--- src/design/fsr_defines.svh ---
// Register map, field positions, reset values and timing of the fail-safe status bank.
// Included by every design file of the bank; definitions only.
`ifndef FSR_DEFINES_SVH
`define FSR_DEFINES_SVH

// Register indices on the fail-safe register port
`define FSR_ADDR_W             4
`define FSR_IDX_SAFE_IOS       4'h0
`define FSR_IDX_DIAG           4'h1
`define FSR_IDX_INT_MASK       4'h2
`define FSR_IDX_STATES         4'h3
`define FSR_IDX_OVUV           4'h4
`define FSR_IDX_INIT_BASE      4'h8
`define FSR_INIT_DEPTH         8
`define FSR_INIT_AW            3

// Data word spans bits 23 down to 8
`define FSR_DW_HI              23
`define FSR_DW_LO              8

// Safety pins status fields
`define FSR_BIT_RST_EVENT      17
`define FSR_BIT_RST_SHORT      16
`define FSR_BIT_RST_REQ        15
// Diagnostic fields
`define FSR_BIT_BUS_CRC        10
`define FSR_BIT_BUS_VIOL       9
`define FSR_DIAG_RSVD_ONES     16'h0081
// Interrupt mask fields
`define FSR_BIT_INH_AUX        14
`define FSR_BIT_INH_IO         13
`define FSR_BIT_INH_CORE       12
// State report fields
`define FSR_BIT_DBG_LEAVE      22
`define FSR_BIT_DBG_ACTIVE     21
`define FSR_BIT_CFG_CRC        19
`define FSR_BIT_INIT_MISMATCH  17
`define FSR_STATE_HI           12
`define FSR_STATE_LO           8
`define FSR_INIT_STATE_CODE    5'h06
// Monitor flag fields
`define FSR_BIT_CORE_OV        23
`define FSR_BIT_CORE_UV        22
`define FSR_BIT_IO_OV          21
`define FSR_BIT_IO_UV          20
`define FSR_BIT_AUX_OV         13
`define FSR_BIT_AUX_UV         12

// Reset values
`define FSR_RST_EVENT_INIT     1'b1
`define FSR_ZERO16             16'h0000
`define FSR_ONES16             16'hFFFF

// Configuration check
`define FSR_CLK_MHZ            40
`define FSR_CFG_PERIOD_US      5000
`define FSR_CFG_CHECK_CYCLES   (`FSR_CFG_PERIOD_US * `FSR_CLK_MHZ)
`define FSR_CFG_CNT_W          18
`define FSR_CFG_BITS_W         64
`define FSR_CRC_W              8
`define FSR_CRC_POLY           8'h07
`define FSR_CRC_INIT           8'hFF

`endif

--- src/design/fsr_pkg.sv ---
// Types shared by the fail-safe status bank.
// Field positions and constants live in fsr_defines.svh.
`include "fsr_defines.svh"

package fsr_pkg;

    // Register access from the fail-safe serial decoder
    typedef struct packed {
        logic                           wr;
        logic                           rd;
        logic [`FSR_ADDR_W-1:0]         addr;
        logic [`FSR_DW_HI:`FSR_DW_LO]   wdata;
    } fsr_req_t;

    // Event pulses from the rest of the device
    typedef struct packed {
        logic       reset_occurred;
        logic       reset_short_high;
        logic       bus_crc_err;
        logic       bus_bad_access;
        logic       debug_enter;
        logic [5:0] ovuv;    // core ov, core uv, io ov, io uv, aux ov, aux uv
    } fsr_evt_t;

endpackage : fsr_pkg

--- src/design/fsr_cfg_crc.sv ---
// Cyclic CRC check of the nonvolatile configuration bits.
// Assumes the bits and their reference CRC are stable levels.
`timescale 1ns/1ps
`default_nettype none
`include "fsr_defines.svh"

module fsr_cfg_crc #(
    parameter int unsigned PERIOD_CYC = `FSR_CFG_CHECK_CYCLES
) (
    input  wire logic                       core_clk_i,  // 40 MHz clock
    input  wire logic                       rst_n_i,     // sync reset, low
    input  wire logic [`FSR_CFG_BITS_W-1:0] cfg_bits_i,  // configuration bits
    input  wire logic [`FSR_CRC_W-1:0]      cfg_crc_i,   // stored reference CRC
    output logic                            fault_o      // one-cycle mismatch pulse
);
    import fsr_pkg::*;

    typedef struct packed {
        logic [`FSR_CFG_CNT_W-1:0] cnt;
        logic                      fault;
    } fsr_crc_state_t;

    fsr_crc_state_t st_q, st_d;

    function automatic logic [`FSR_CRC_W-1:0] fsr_crc8(input logic [`FSR_CFG_BITS_W-1:0] d);
        logic [`FSR_CRC_W-1:0] c;
        c = `FSR_CRC_INIT;
        for (int i = `FSR_CFG_BITS_W - 1; i >= 0; i--) begin
            if (c[`FSR_CRC_W-1] ^ d[i]) begin
                c = {c[`FSR_CRC_W-2:0], 1'b0} ^ `FSR_CRC_POLY;
            end else begin
                c = {c[`FSR_CRC_W-2:0], 1'b0};
            end
        end
        return c;
    endfunction : fsr_crc8

    always_comb begin
        st_d       = st_q;
        st_d.fault = 1'b0;
        // (RL8) periodic config recheck
        if (st_q.cnt == `FSR_CFG_CNT_W'(PERIOD_CYC - 1)) begin
            st_d.cnt   = '0;
            st_d.fault = (fsr_crc8(cfg_bits_i) != cfg_crc_i);
        end else begin
            st_d.cnt = st_q.cnt + `FSR_CFG_CNT_W'(1);
        end
    end

    always_ff @(posedge core_clk_i) begin
        if (!rst_n_i) begin
            st_q <= '0;
        end else begin
            st_q <= st_d;
        end
    end

    assign fault_o = st_q.fault;

endmodule : fsr_cfg_crc
`default_nettype wire

--- src/design/fsr_init_mem.sv ---
// Init registers held twice: true value and bitwise complement copy.
// Two registered read ports: one for the host, one for the checker scan.
`timescale 1ns/1ps
`default_nettype none
`include "fsr_defines.svh"

module fsr_init_mem (
    input  wire logic                          core_clk_i, // 40 MHz clock
    input  wire logic                          rst_n_i,    // sync reset, low
    input  wire logic                          wr_i,       // write strobe
    input  wire logic [`FSR_INIT_AW-1:0]       wr_addr_i,  // write index
    input  wire logic [`FSR_DW_HI:`FSR_DW_LO]  wr_data_i,  // write value
    input  wire logic [`FSR_INIT_AW-1:0]       rd_addr_i,  // host read index
    output logic      [`FSR_DW_HI:`FSR_DW_LO]  rd_data_o,  // host read value
    input  wire logic [`FSR_INIT_AW-1:0]       scan_addr_i,// scan index
    output logic      [`FSR_DW_HI:`FSR_DW_LO]  scan_val_o, // scanned value
    output logic      [`FSR_DW_HI:`FSR_DW_LO]  scan_inv_o  // scanned complement
);
    import fsr_pkg::*;

    typedef struct packed {
        logic [`FSR_INIT_DEPTH-1:0][15:0] val;
        logic [`FSR_INIT_DEPTH-1:0][15:0] inv;
        logic [15:0]                      rd;
        logic [15:0]                      sv;
        logic [15:0]                      si;
    } fsr_mem_state_t;

    fsr_mem_state_t st_q, st_d;

    always_comb begin
        st_d    = st_q;
        st_d.rd = st_q.val[rd_addr_i];
        st_d.sv = st_q.val[scan_addr_i];
        st_d.si = st_q.inv[scan_addr_i];
        if (wr_i) begin
            st_d.val[wr_addr_i] = wr_data_i;
            st_d.inv[wr_addr_i] = ~wr_data_i;
        end
    end

    always_ff @(posedge core_clk_i) begin
        if (!rst_n_i) begin
            st_q     <= '0;
            st_q.inv <= {`FSR_INIT_DEPTH{`FSR_ONES16}};
            st_q.si  <= `FSR_ONES16;
        end else begin
            st_q <= st_d;
        end
    end

    assign rd_data_o  = st_q.rd;
    assign scan_val_o = st_q.sv;
    assign scan_inv_o = st_q.si;

endmodule : fsr_init_mem
`default_nettype wire

--- src/design/fsr_top.sv ---
// Fail-safe status, diagnostic, interrupt-mask and state registers.
// Assumes a serial-bus decoder presents one access per strobe, event inputs
// are one-cycle pulses synchronous to core_clk_i, and the state code is live.
//
// How it works
// (RL1) Reset-occurred flag, bit 17, set on any reset, cleared by writing 1.
// (RL2) Reset-output short-high flag, bit 16, sticky, cleared by writing 1.
// (RL3) Writing 1 to bit 15 sends one reset-output pulse; 0 does nothing.
// (RL4) Bus CRC error flag, bit 10, set on bad frame CRC, write-1-clear.
// (RL5) Access violation flag, bit 9, bad access, bad address or init write outside init state.
// (RL6) Bits 14, 13, 12 mask aux, io and core monitor interrupts; reset 0.
// (RL7) Writing 1 to bit 22 leaves debug mode; bit 21 shows debug live.
// (RL8) Config CRC rechecked every 5 ms; mismatch sets bit 19, write-1-clear.
// (RL9) Init registers compared against complement copies; mismatch flag sticky.
// (RL10) Bits 12 to 8 show the safety state code live; 0x06 is init.
// (RL11) Monitor overvoltage and undervoltage flags sticky, write-1-clear.
// (RL12) Writing 0 leaves flags; reserved bits ignore writes.
`timescale 1ns/1ps
`default_nettype none
`include "fsr_defines.svh"

module fsr_top #(
    parameter int unsigned CFG_CHECK_CYCLES = `FSR_CFG_CHECK_CYCLES
) (
    input  wire logic                          core_clk_i,               // 40 MHz clock
    input  wire logic                          rst_n_i,                  // sync reset, low
    input  wire fsr_pkg::fsr_req_t             req_i,                    // register access
    input  wire fsr_pkg::fsr_evt_t             evt_i,                    // event pulses
    input  wire logic [4:0]                    safety_state_code_i,      // live state code
    input  wire logic [`FSR_CFG_BITS_W-1:0]    config_bits_i,            // config bits
    input  wire logic [`FSR_CRC_W-1:0]         config_crc_i,             // config reference CRC
    output logic      [`FSR_DW_HI:`FSR_DW_LO]  reg_rdata_o,              // read data
    output logic                               reg_rvalid_o,             // read data valid
    output logic                               reset_pulse_request_o,    // reset pulse request
    output logic                               debug_leave_cmd_o,        // leave debug pulse
    output logic                               debug_active_status_o,    // in debug mode
    output logic                               interrupt_output_pin_n_o  // interrupt, low
);
    import fsr_pkg::*;

    typedef struct packed {
        logic                         reset_occurred_flag;
        logic                         reset_short_high_flag;
        logic                         safe_bus_crc_error;
        logic                         safe_bus_access_violation;
        logic                         aux_monitor_irq_inhibit;
        logic                         io_rail_irq_inhibit;
        logic                         core_monitor_irq_inhibit;
        logic                         debug_active;
        logic                         config_crc_fault;
        logic                         init_copy_mismatch;
        logic [5:0]                   ovuv;
        logic                         reset_pulse;
        logic                         debug_leave;
        logic                         irq;
        logic [`FSR_DW_HI:`FSR_DW_LO] rdata;
        logic                         rvalid;
        logic                         rd_mem;
        logic                         scan_valid;
        logic [`FSR_INIT_AW-1:0]      scan_idx;
    } fsr_state_t;

    fsr_state_t st_q, st_d;

    logic                         cfg_fault;
    logic [`FSR_DW_HI:`FSR_DW_LO] mem_rdata;
    logic [`FSR_DW_HI:`FSR_DW_LO] scan_val;
    logic [`FSR_DW_HI:`FSR_DW_LO] scan_inv;
    logic                         init_mode;
    logic                         init_wr;

    function automatic logic fsr_is_init(input logic [`FSR_ADDR_W-1:0] a);
        return a >= `FSR_IDX_INIT_BASE;
    endfunction : fsr_is_init

    function automatic logic fsr_is_mapped(input logic [`FSR_ADDR_W-1:0] a);
        return (a <= `FSR_IDX_OVUV) || fsr_is_init(a);
    endfunction : fsr_is_mapped

    function automatic logic fsr_w1(input fsr_req_t r, input logic [`FSR_ADDR_W-1:0] a,
                                    input int unsigned b);
        return r.wr && (r.addr == a) && r.wdata[b];
    endfunction : fsr_w1

    // (RL10) init state decode
    assign init_mode = (safety_state_code_i == `FSR_INIT_STATE_CODE);
    assign init_wr   = req_i.wr && fsr_is_init(req_i.addr) && init_mode;

    fsr_cfg_crc #(
        .PERIOD_CYC (CFG_CHECK_CYCLES)
    ) u_cfg_crc (
        .core_clk_i (core_clk_i),
        .rst_n_i    (rst_n_i),
        .cfg_bits_i (config_bits_i),
        .cfg_crc_i  (config_crc_i),
        .fault_o    (cfg_fault)
    );

    fsr_init_mem u_init_mem (
        .core_clk_i  (core_clk_i),
        .rst_n_i     (rst_n_i),
        .wr_i        (init_wr),
        .wr_addr_i   (req_i.addr[`FSR_INIT_AW-1:0]),
        .wr_data_i   (req_i.wdata),
        .rd_addr_i   (req_i.addr[`FSR_INIT_AW-1:0]),
        .rd_data_o   (mem_rdata),
        .scan_addr_i (st_q.scan_idx),
        .scan_val_o  (scan_val),
        .scan_inv_o  (scan_inv)
    );

    always_comb begin
        st_d             = st_q;
        st_d.reset_pulse = 1'b0;
        st_d.debug_leave = 1'b0;
        st_d.rvalid      = 1'b0;

        // Clears first, sets after, so an event in the clear cycle survives
        // (RL1) reset-occurred flag
        if (fsr_w1(req_i, `FSR_IDX_SAFE_IOS, `FSR_BIT_RST_EVENT)) begin
            st_d.reset_occurred_flag = 1'b0;
        end
        if (evt_i.reset_occurred) begin
            st_d.reset_occurred_flag = 1'b1;
        end
        // (RL2) short-high flag
        if (fsr_w1(req_i, `FSR_IDX_SAFE_IOS, `FSR_BIT_RST_SHORT)) begin
            st_d.reset_short_high_flag = 1'b0;
        end
        if (evt_i.reset_short_high) begin
            st_d.reset_short_high_flag = 1'b1;
        end
        // (RL3) single reset pulse
        if (fsr_w1(req_i, `FSR_IDX_SAFE_IOS, `FSR_BIT_RST_REQ)) begin
            st_d.reset_pulse = 1'b1;
        end

        // (RL4) bus CRC error flag
        if (fsr_w1(req_i, `FSR_IDX_DIAG, `FSR_BIT_BUS_CRC)) begin
            st_d.safe_bus_crc_error = 1'b0;
        end
        if (evt_i.bus_crc_err) begin
            st_d.safe_bus_crc_error = 1'b1;
        end
        // (RL5) access violation sources
        if (fsr_w1(req_i, `FSR_IDX_DIAG, `FSR_BIT_BUS_VIOL)) begin
            st_d.safe_bus_access_violation = 1'b0;
        end
        if (evt_i.bus_bad_access
            || ((req_i.wr || req_i.rd) && !fsr_is_mapped(req_i.addr))
            || (req_i.wr && fsr_is_init(req_i.addr) && !init_mode)) begin
            st_d.safe_bus_access_violation = 1'b1;
        end

        // (RL6) inhibit bits, plain read/write
        if (req_i.wr && (req_i.addr == `FSR_IDX_INT_MASK)) begin
            st_d.aux_monitor_irq_inhibit  = req_i.wdata[`FSR_BIT_INH_AUX];
            st_d.io_rail_irq_inhibit      = req_i.wdata[`FSR_BIT_INH_IO];
            st_d.core_monitor_irq_inhibit = req_i.wdata[`FSR_BIT_INH_CORE];
        end

        // (RL7) leave debug on write 1
        if (fsr_w1(req_i, `FSR_IDX_STATES, `FSR_BIT_DBG_LEAVE)) begin
            st_d.debug_active = 1'b0;
            st_d.debug_leave  = 1'b1;
        end
        if (evt_i.debug_enter) begin
            st_d.debug_active = 1'b1;
        end
        // (RL8) config CRC fault flag
        if (fsr_w1(req_i, `FSR_IDX_STATES, `FSR_BIT_CFG_CRC)) begin
            st_d.config_crc_fault = 1'b0;
        end
        if (cfg_fault) begin
            st_d.config_crc_fault = 1'b1;
        end
        // (RL9) complement copy scan, one entry per cycle
        st_d.scan_idx   = st_q.scan_idx + `FSR_INIT_AW'(1);
        st_d.scan_valid = 1'b1;
        if (fsr_w1(req_i, `FSR_IDX_STATES, `FSR_BIT_INIT_MISMATCH)) begin
            st_d.init_copy_mismatch = 1'b0;
        end
        if (st_q.scan_valid && ((scan_val ^ scan_inv) != `FSR_ONES16)) begin
            st_d.init_copy_mismatch = 1'b1;
        end

        // (RL11) monitor flags, one write-1-clear per bit
        if (req_i.wr && (req_i.addr == `FSR_IDX_OVUV)) begin
            st_d.ovuv = st_q.ovuv & ~{req_i.wdata[`FSR_BIT_CORE_OV],
                                      req_i.wdata[`FSR_BIT_CORE_UV],
                                      req_i.wdata[`FSR_BIT_IO_OV],
                                      req_i.wdata[`FSR_BIT_IO_UV],
                                      req_i.wdata[`FSR_BIT_AUX_OV],
                                      req_i.wdata[`FSR_BIT_AUX_UV]};
        end
        st_d.ovuv = st_d.ovuv | evt_i.ovuv;

        // (RL6) masked interrupt, registered to keep the pin glitch free
        st_d.irq = (|st_q.ovuv[5:4] && !st_q.core_monitor_irq_inhibit)
                || (|st_q.ovuv[3:2] && !st_q.io_rail_irq_inhibit)
                || (|st_q.ovuv[1:0] && !st_q.aux_monitor_irq_inhibit);

        // (RL12) read mux; reserved positions read as constants
        if (req_i.rd) begin
            st_d.rvalid = 1'b1;
            st_d.rd_mem = fsr_is_init(req_i.addr);
            st_d.rdata  = `FSR_ZERO16;
            unique case (req_i.addr)
                `FSR_IDX_SAFE_IOS: begin
                    st_d.rdata[`FSR_BIT_RST_EVENT] = st_q.reset_occurred_flag;
                    st_d.rdata[`FSR_BIT_RST_SHORT] = st_q.reset_short_high_flag;
                end
                `FSR_IDX_DIAG: begin
                    st_d.rdata                    = `FSR_DIAG_RSVD_ONES;
                    st_d.rdata[`FSR_BIT_BUS_CRC]  = st_q.safe_bus_crc_error;
                    st_d.rdata[`FSR_BIT_BUS_VIOL] = st_q.safe_bus_access_violation;
                end
                `FSR_IDX_INT_MASK: begin
                    st_d.rdata[`FSR_BIT_INH_AUX]  = st_q.aux_monitor_irq_inhibit;
                    st_d.rdata[`FSR_BIT_INH_IO]   = st_q.io_rail_irq_inhibit;
                    st_d.rdata[`FSR_BIT_INH_CORE] = st_q.core_monitor_irq_inhibit;
                end
                `FSR_IDX_STATES: begin
                    st_d.rdata[`FSR_BIT_DBG_ACTIVE]    = st_q.debug_active;
                    st_d.rdata[`FSR_BIT_CFG_CRC]       = st_q.config_crc_fault;
                    st_d.rdata[`FSR_BIT_INIT_MISMATCH] = st_q.init_copy_mismatch;
                    // (RL10) live state code
                    st_d.rdata[`FSR_STATE_HI:`FSR_STATE_LO] = safety_state_code_i;
                end
                `FSR_IDX_OVUV: begin
                    st_d.rdata[`FSR_BIT_CORE_OV] = st_q.ovuv[5];
                    st_d.rdata[`FSR_BIT_CORE_UV] = st_q.ovuv[4];
                    st_d.rdata[`FSR_BIT_IO_OV]   = st_q.ovuv[3];
                    st_d.rdata[`FSR_BIT_IO_UV]   = st_q.ovuv[2];
                    st_d.rdata[`FSR_BIT_AUX_OV]  = st_q.ovuv[1];
                    st_d.rdata[`FSR_BIT_AUX_UV]  = st_q.ovuv[0];
                end
                default: begin
                    st_d.rdata = `FSR_ZERO16;
                end
            endcase
        end
    end

    always_ff @(posedge core_clk_i) begin
        if (!rst_n_i) begin
            st_q                     <= '0;
            // (RL1) power-on counts as a reset
            st_q.reset_occurred_flag <= `FSR_RST_EVENT_INIT;
        end else begin
            st_q <= st_d;
        end
    end

    // Init reads come straight from the memory's output register
    assign reg_rdata_o              = st_q.rd_mem ? mem_rdata : st_q.rdata;
    assign reg_rvalid_o             = st_q.rvalid;
    assign reset_pulse_request_o    = st_q.reset_pulse;
    assign debug_leave_cmd_o        = st_q.debug_leave;
    assign debug_active_status_o    = st_q.debug_active;
    assign interrupt_output_pin_n_o = ~st_q.irq;

endmodule : fsr_top
`default_nettype wire

--- config.mk ---
export PLATFORM = sky130hd
export DESIGN_NAME = fsr_top
export DESIGN_NICKNAME = d
export VERILOG_FILES = /design/src/design/fsr_pkg.sv /design/src/design/fsr_cfg_crc.sv /design/src/design/fsr_init_mem.sv /design/src/design/fsr_top.sv
export VERILOG_INCLUDE_DIRS = /design/src /design/src/design
export SDC_FILE = /design/constraint.sdc
export NUM_CORES = 1
export LEC_CHECK = 0
export ABC_AREA = 1
export BUFFER_PORTS_ARGS = -buffer_cell sky130_fd_sc_hd__buf_4
export CORE_MARGIN = 3
export CORE_UTILIZATION = 51
export CTS_CLUSTER_SIZE = 10
export DETAILED_ROUTE_END_ITERATION = 7
export PLACE_DENSITY_LB_ADDON = 0.08
export RECOVER_POWER = 100
export REMOVE_ABC_BUFFERS = 1
export SYNTH_ARGS = -nofsm -noshare
export SYNTH_HDL_FRONTEND = slang
export SYNTH_SLANG_ARGS = --single-unit
--- constraint.sdc ---
create_clock -name core_clk_i -period 3.9 [get_ports core_clk_i]
set_input_delay 0 -clock core_clk_i [delete_from_list [all_inputs] [get_ports core_clk_i]]
set_output_delay 0 -clock core_clk_i [all_outputs]
set_load 0.005 [all_outputs]
==> impl_metrics.yaml <==
yosys:
  synth_area_leaders: "dfxtp_1 40%, nand2_1 13%, nand3_1 6.5%"
  synth_top_area_frac: 0.400
  yosysWarningCount: 0
  synth_top_family_by_area: "simple AND/OR/NAND/NOR gates"
  synth_compound_area_frac: 0.208
  synthesis.area_per_instance_um2: 6.91
  synthXorXnorAreaFrac: 0.0135
  synth.cell_area_um2: 18200
  ys_seq_elements: 363
  synth_adder_area_share: 0.00138
  ys_seq_area_frac: 0.400
  yosys.area.top_type: "dfxtp_1"
  syn_inst: 2633
  synth_cell_type_count: 46
  synth-simple-area-share: 0.282
  synthMuxAreaShare: 0
cts:
  root_buffer: "clkbuf_16"
  cts_sinks: 363
  cts_tree: "built"
  htreeDepth: 2
  post_cts_buffers: 0
  clk_latency_ns: 0.54
  clk_pin_slew_worst_paths_ns: 0.05
  clk_path_buf_depth: 3
  cts-buffers-inserted: 42
sta:
  holdWs_ns: 0.0251
  finalMaxSlewViolations: 131
  fin_skew_ns: 0.0146
  setup_viol: 0
  fin_crit_ns: 3.79
  relSlewSlack: -0.623
  post-route-period-util: 0.972
  hold_violations: 0
  max_freq_ghz: 0.264
  tightest_slew_ns: 2.43
placement:
  gp_congestion: 0.901
  dp_hpwl_mm: 37.5
  numPortBuffers: 132
  post-place-cells: 3133
die:
  num_rows: 68
  io_pins: 133
  die_h_um: 195
  start_util: 0.521
  core_um2: 34900
  chipWidth_um: 195
  dieArea_um2: 38000
global_routing:
  grt_pass1_wl_mm: 92.5
  grt_usage: 0.297
  grt_pass1_vias: 18200
  antenna_found_initial: 0
  grt_max_degree: 92
  grt_overflow: 0
pwr:
  power_density_nw_per_um2: 675
  p_leak_nw: 10.0
  swShare: 0.433
  power.share.clock: 0.241
  p_seq_frac: 0.265
  pwr-share-comb: 0.494
  internal_power_w: 0.00815
  p_sw_w: 0.00624
  peakVddDrop_mv: 1.47
worst_setup_path:
  required_ns: 4.37
  crit_fanout: 42
  startpoint_type: "primary input"
  worst_ep_arrival_time_ns: 4.26
  endpoint_kind: "register"
  critPathKind: "in -> reg"
outcome:
  run_status: "finished with violations"
  violations: "capacitance limit, slew limit"
routing:
  wl_mm: 58.7
  ant_nets: 0
  vias: 18900
  first_pass_iters: 6
  drc_errors: 0
  wl_per_cell_um: 18.1
  drt-initial-drc-count: 1596
  routed_via_density: 5.84
finish:
  synthToLayoutAreaGrowth_pct: 17.2
  final-seq-area_um2: 7270
  drive_above_1_share: 0.131
  nFillCells: 3291
  instances_no_fill: 3238
  diodes: 0
  nNetsFinal: 2890
  multi_input_area_um2: 9290
hold_path:
  hold_path.class: "in -> reg"
job:
  cap_violations: 3
==> state kept, by name, indices dropped and copies added (netlist names) <==
| register | count |
|---|---|
| debug_leave_cmd_o | 1 |
| u_init_mem.st_q | 256 |
| u_init_mem.rd_data_o | 16 |
| debug_active_status_o | 1 |
| u_cfg_crc.fault_o | 1 |
| u_init_mem.scan_val_o | 16 |
| reg_rvalid_o | 1 |
| u_init_mem.scan_inv_o | 16 |
| u_cfg_crc.st_q | 18 |
| st_q | 36 |
| reset_pulse_request_o | 1 |
==> synth_stat cells (all sizes together) <==
cell,count
nand2,695
dfxtp,363
inv,334
nand3,264
o21ai,225
a21oi,180
clkbuf,116
nor2,105
o22ai,98
a22oi,74
nor3,22
a31oi,21
a2111oi,17
xor2,16
nand3b,15
xnor2,12
a2bb2oi,10
buf,9
nor4,9
a311oi,7
nand4,6
or2,5
nor3b,4
a22o,3
clkinv,3
a211oi,2
a221oi,2
a32oi,2
ha,2
o21bai,2
o22a,2
a32o,1
and3,1
o2111ai,1
o21a,1
o221ai,1
o31ai,1
o41ai,1
or3,1
==> critical path, cell delays in order <==
cell,delay [ns]
dlygate4sd3_1,0.52
clkbuf_1,1.72
inv_2,0.82
buf_4,0.46
a21oi_1,0.14
dlygate4sd3_1,0.57
==> routing by layer <==
metal,wire length [um],up-vias,track usage
li1,-,9069,-
met1,23700,8825,0.372
met2,27900,836,0.510
met3,4640,186,0.0381
met4,2460,0,0.135
met5,0,-,0
==> path summary, 6_finish.rpt <==
path	start	endpoint	slack, ns	cells after the start
worst max-delay path	rst_n_i	st_q[37]$_SDFFE_PN0P_	0.11	6
worst min-delay path	config_crc_i[3]	u_cfg_crc.fault_o$_SDFF_PN0_	0.03	9
worst max register to register	st_q[0]$_SDFF_PN0_	u_init_mem.scan_inv_o[20]$_SDFF_PN1_	0.54	6
worst min register to register	u_cfg_crc.st_q[1]$_SDFF_PP0_	u_cfg_crc.st_q[1]$_SDFF_PP0_	0.44	1
==> area by class of cell <==
cell class                      instances  share of cell area
Multi-Input combinational cell       1808               0.436
Clock inverter                          1            0.000235
Sequential cell                       363               0.341
Tap cell                              455              0.0267
Timing Repair Buffer                  224              0.0834
Clock buffer                           50              0.0537
Inverter                              337              0.0594
==> through the flow <==
| stage | total power [W] | instance area [um2] | util | setup WS (ns) | setup TNS (ns) |
|---|---|---|---|---|---|
| after floorplan | 0.00932 | 17700 | - | -0.993 | -28.39 |
| final | 0.0144 | 21300 | 0.611 | 0.108 | 0 |
| after CTS | 0.0142 | 21300 | 0.610 | 0.409 | 0 |
| after global routing | 0.0156 | 21300 | 0.611 | -0.0124 | -0.0124 |
| after detailed placement | 0.0107 | 19600 | 0.562 | -0.132 | -0.132 |
| after global placement | 0.0106 | 19600 | 0.562 | -0.101 | -0.101 |
==> power by group through the flow <==
stage | registers [W] | logic (W) | clock network (W)
3_5_place_dp | 0.00390 | 0.00682 | 0
6_report | 0.00382 | 0.00711 | 0.00346
2_1_floorplan | 0.00392 | 0.00540 | 0
4_1_cts | 0.00382 | 0.00690 | 0.00351
5_1_grt | 0.00382 | 0.00809 | 0.00365
3_3_place_gp | 0.00389 | 0.00667 | 0
==> cells in the final DEF, fill, tap and decap left out, drive strengths merged, types with 2 or more instances in the layout <==
master	n
a2111oi	17
a211oi	2
a21oi	180
a221oi	2
a22o	3
a22oi	74
a2bb2oi	10
a311oi	7
a31oi	21
a32oi	2
buf	142
clkbuf	78
clkinv	6
dfxtp	363
dlygate4sd3	54
ha	2
inv	332
nand2	695
nand3	264
nand3b	15
nand4	6
nor2	105
nor3	22
nor3b	4
nor4	9
o21ai	225
o21bai	2
o22a	2
o22ai	98
or2	5
xnor2	12
xor2	16
==> what timing repair did <==
| item | 4_1_cts | 5_1_grt |
|---|---|---|
| resized for setup | 0 | 28 |
| hold buffers | 54 | 0 |
| hold endpoints to repair | 125 | 0 |
| setup endpoints to repair | 0 | 1 |
==> cells by family after synthesis <==
family          after synthesis
compound gates              651
flops                       363
simple gates               1127
buf+inv                     462
fa+ha+maj                     2
xor+xnor                     28
Note: power is estimated with default switching activity, not from simulation.
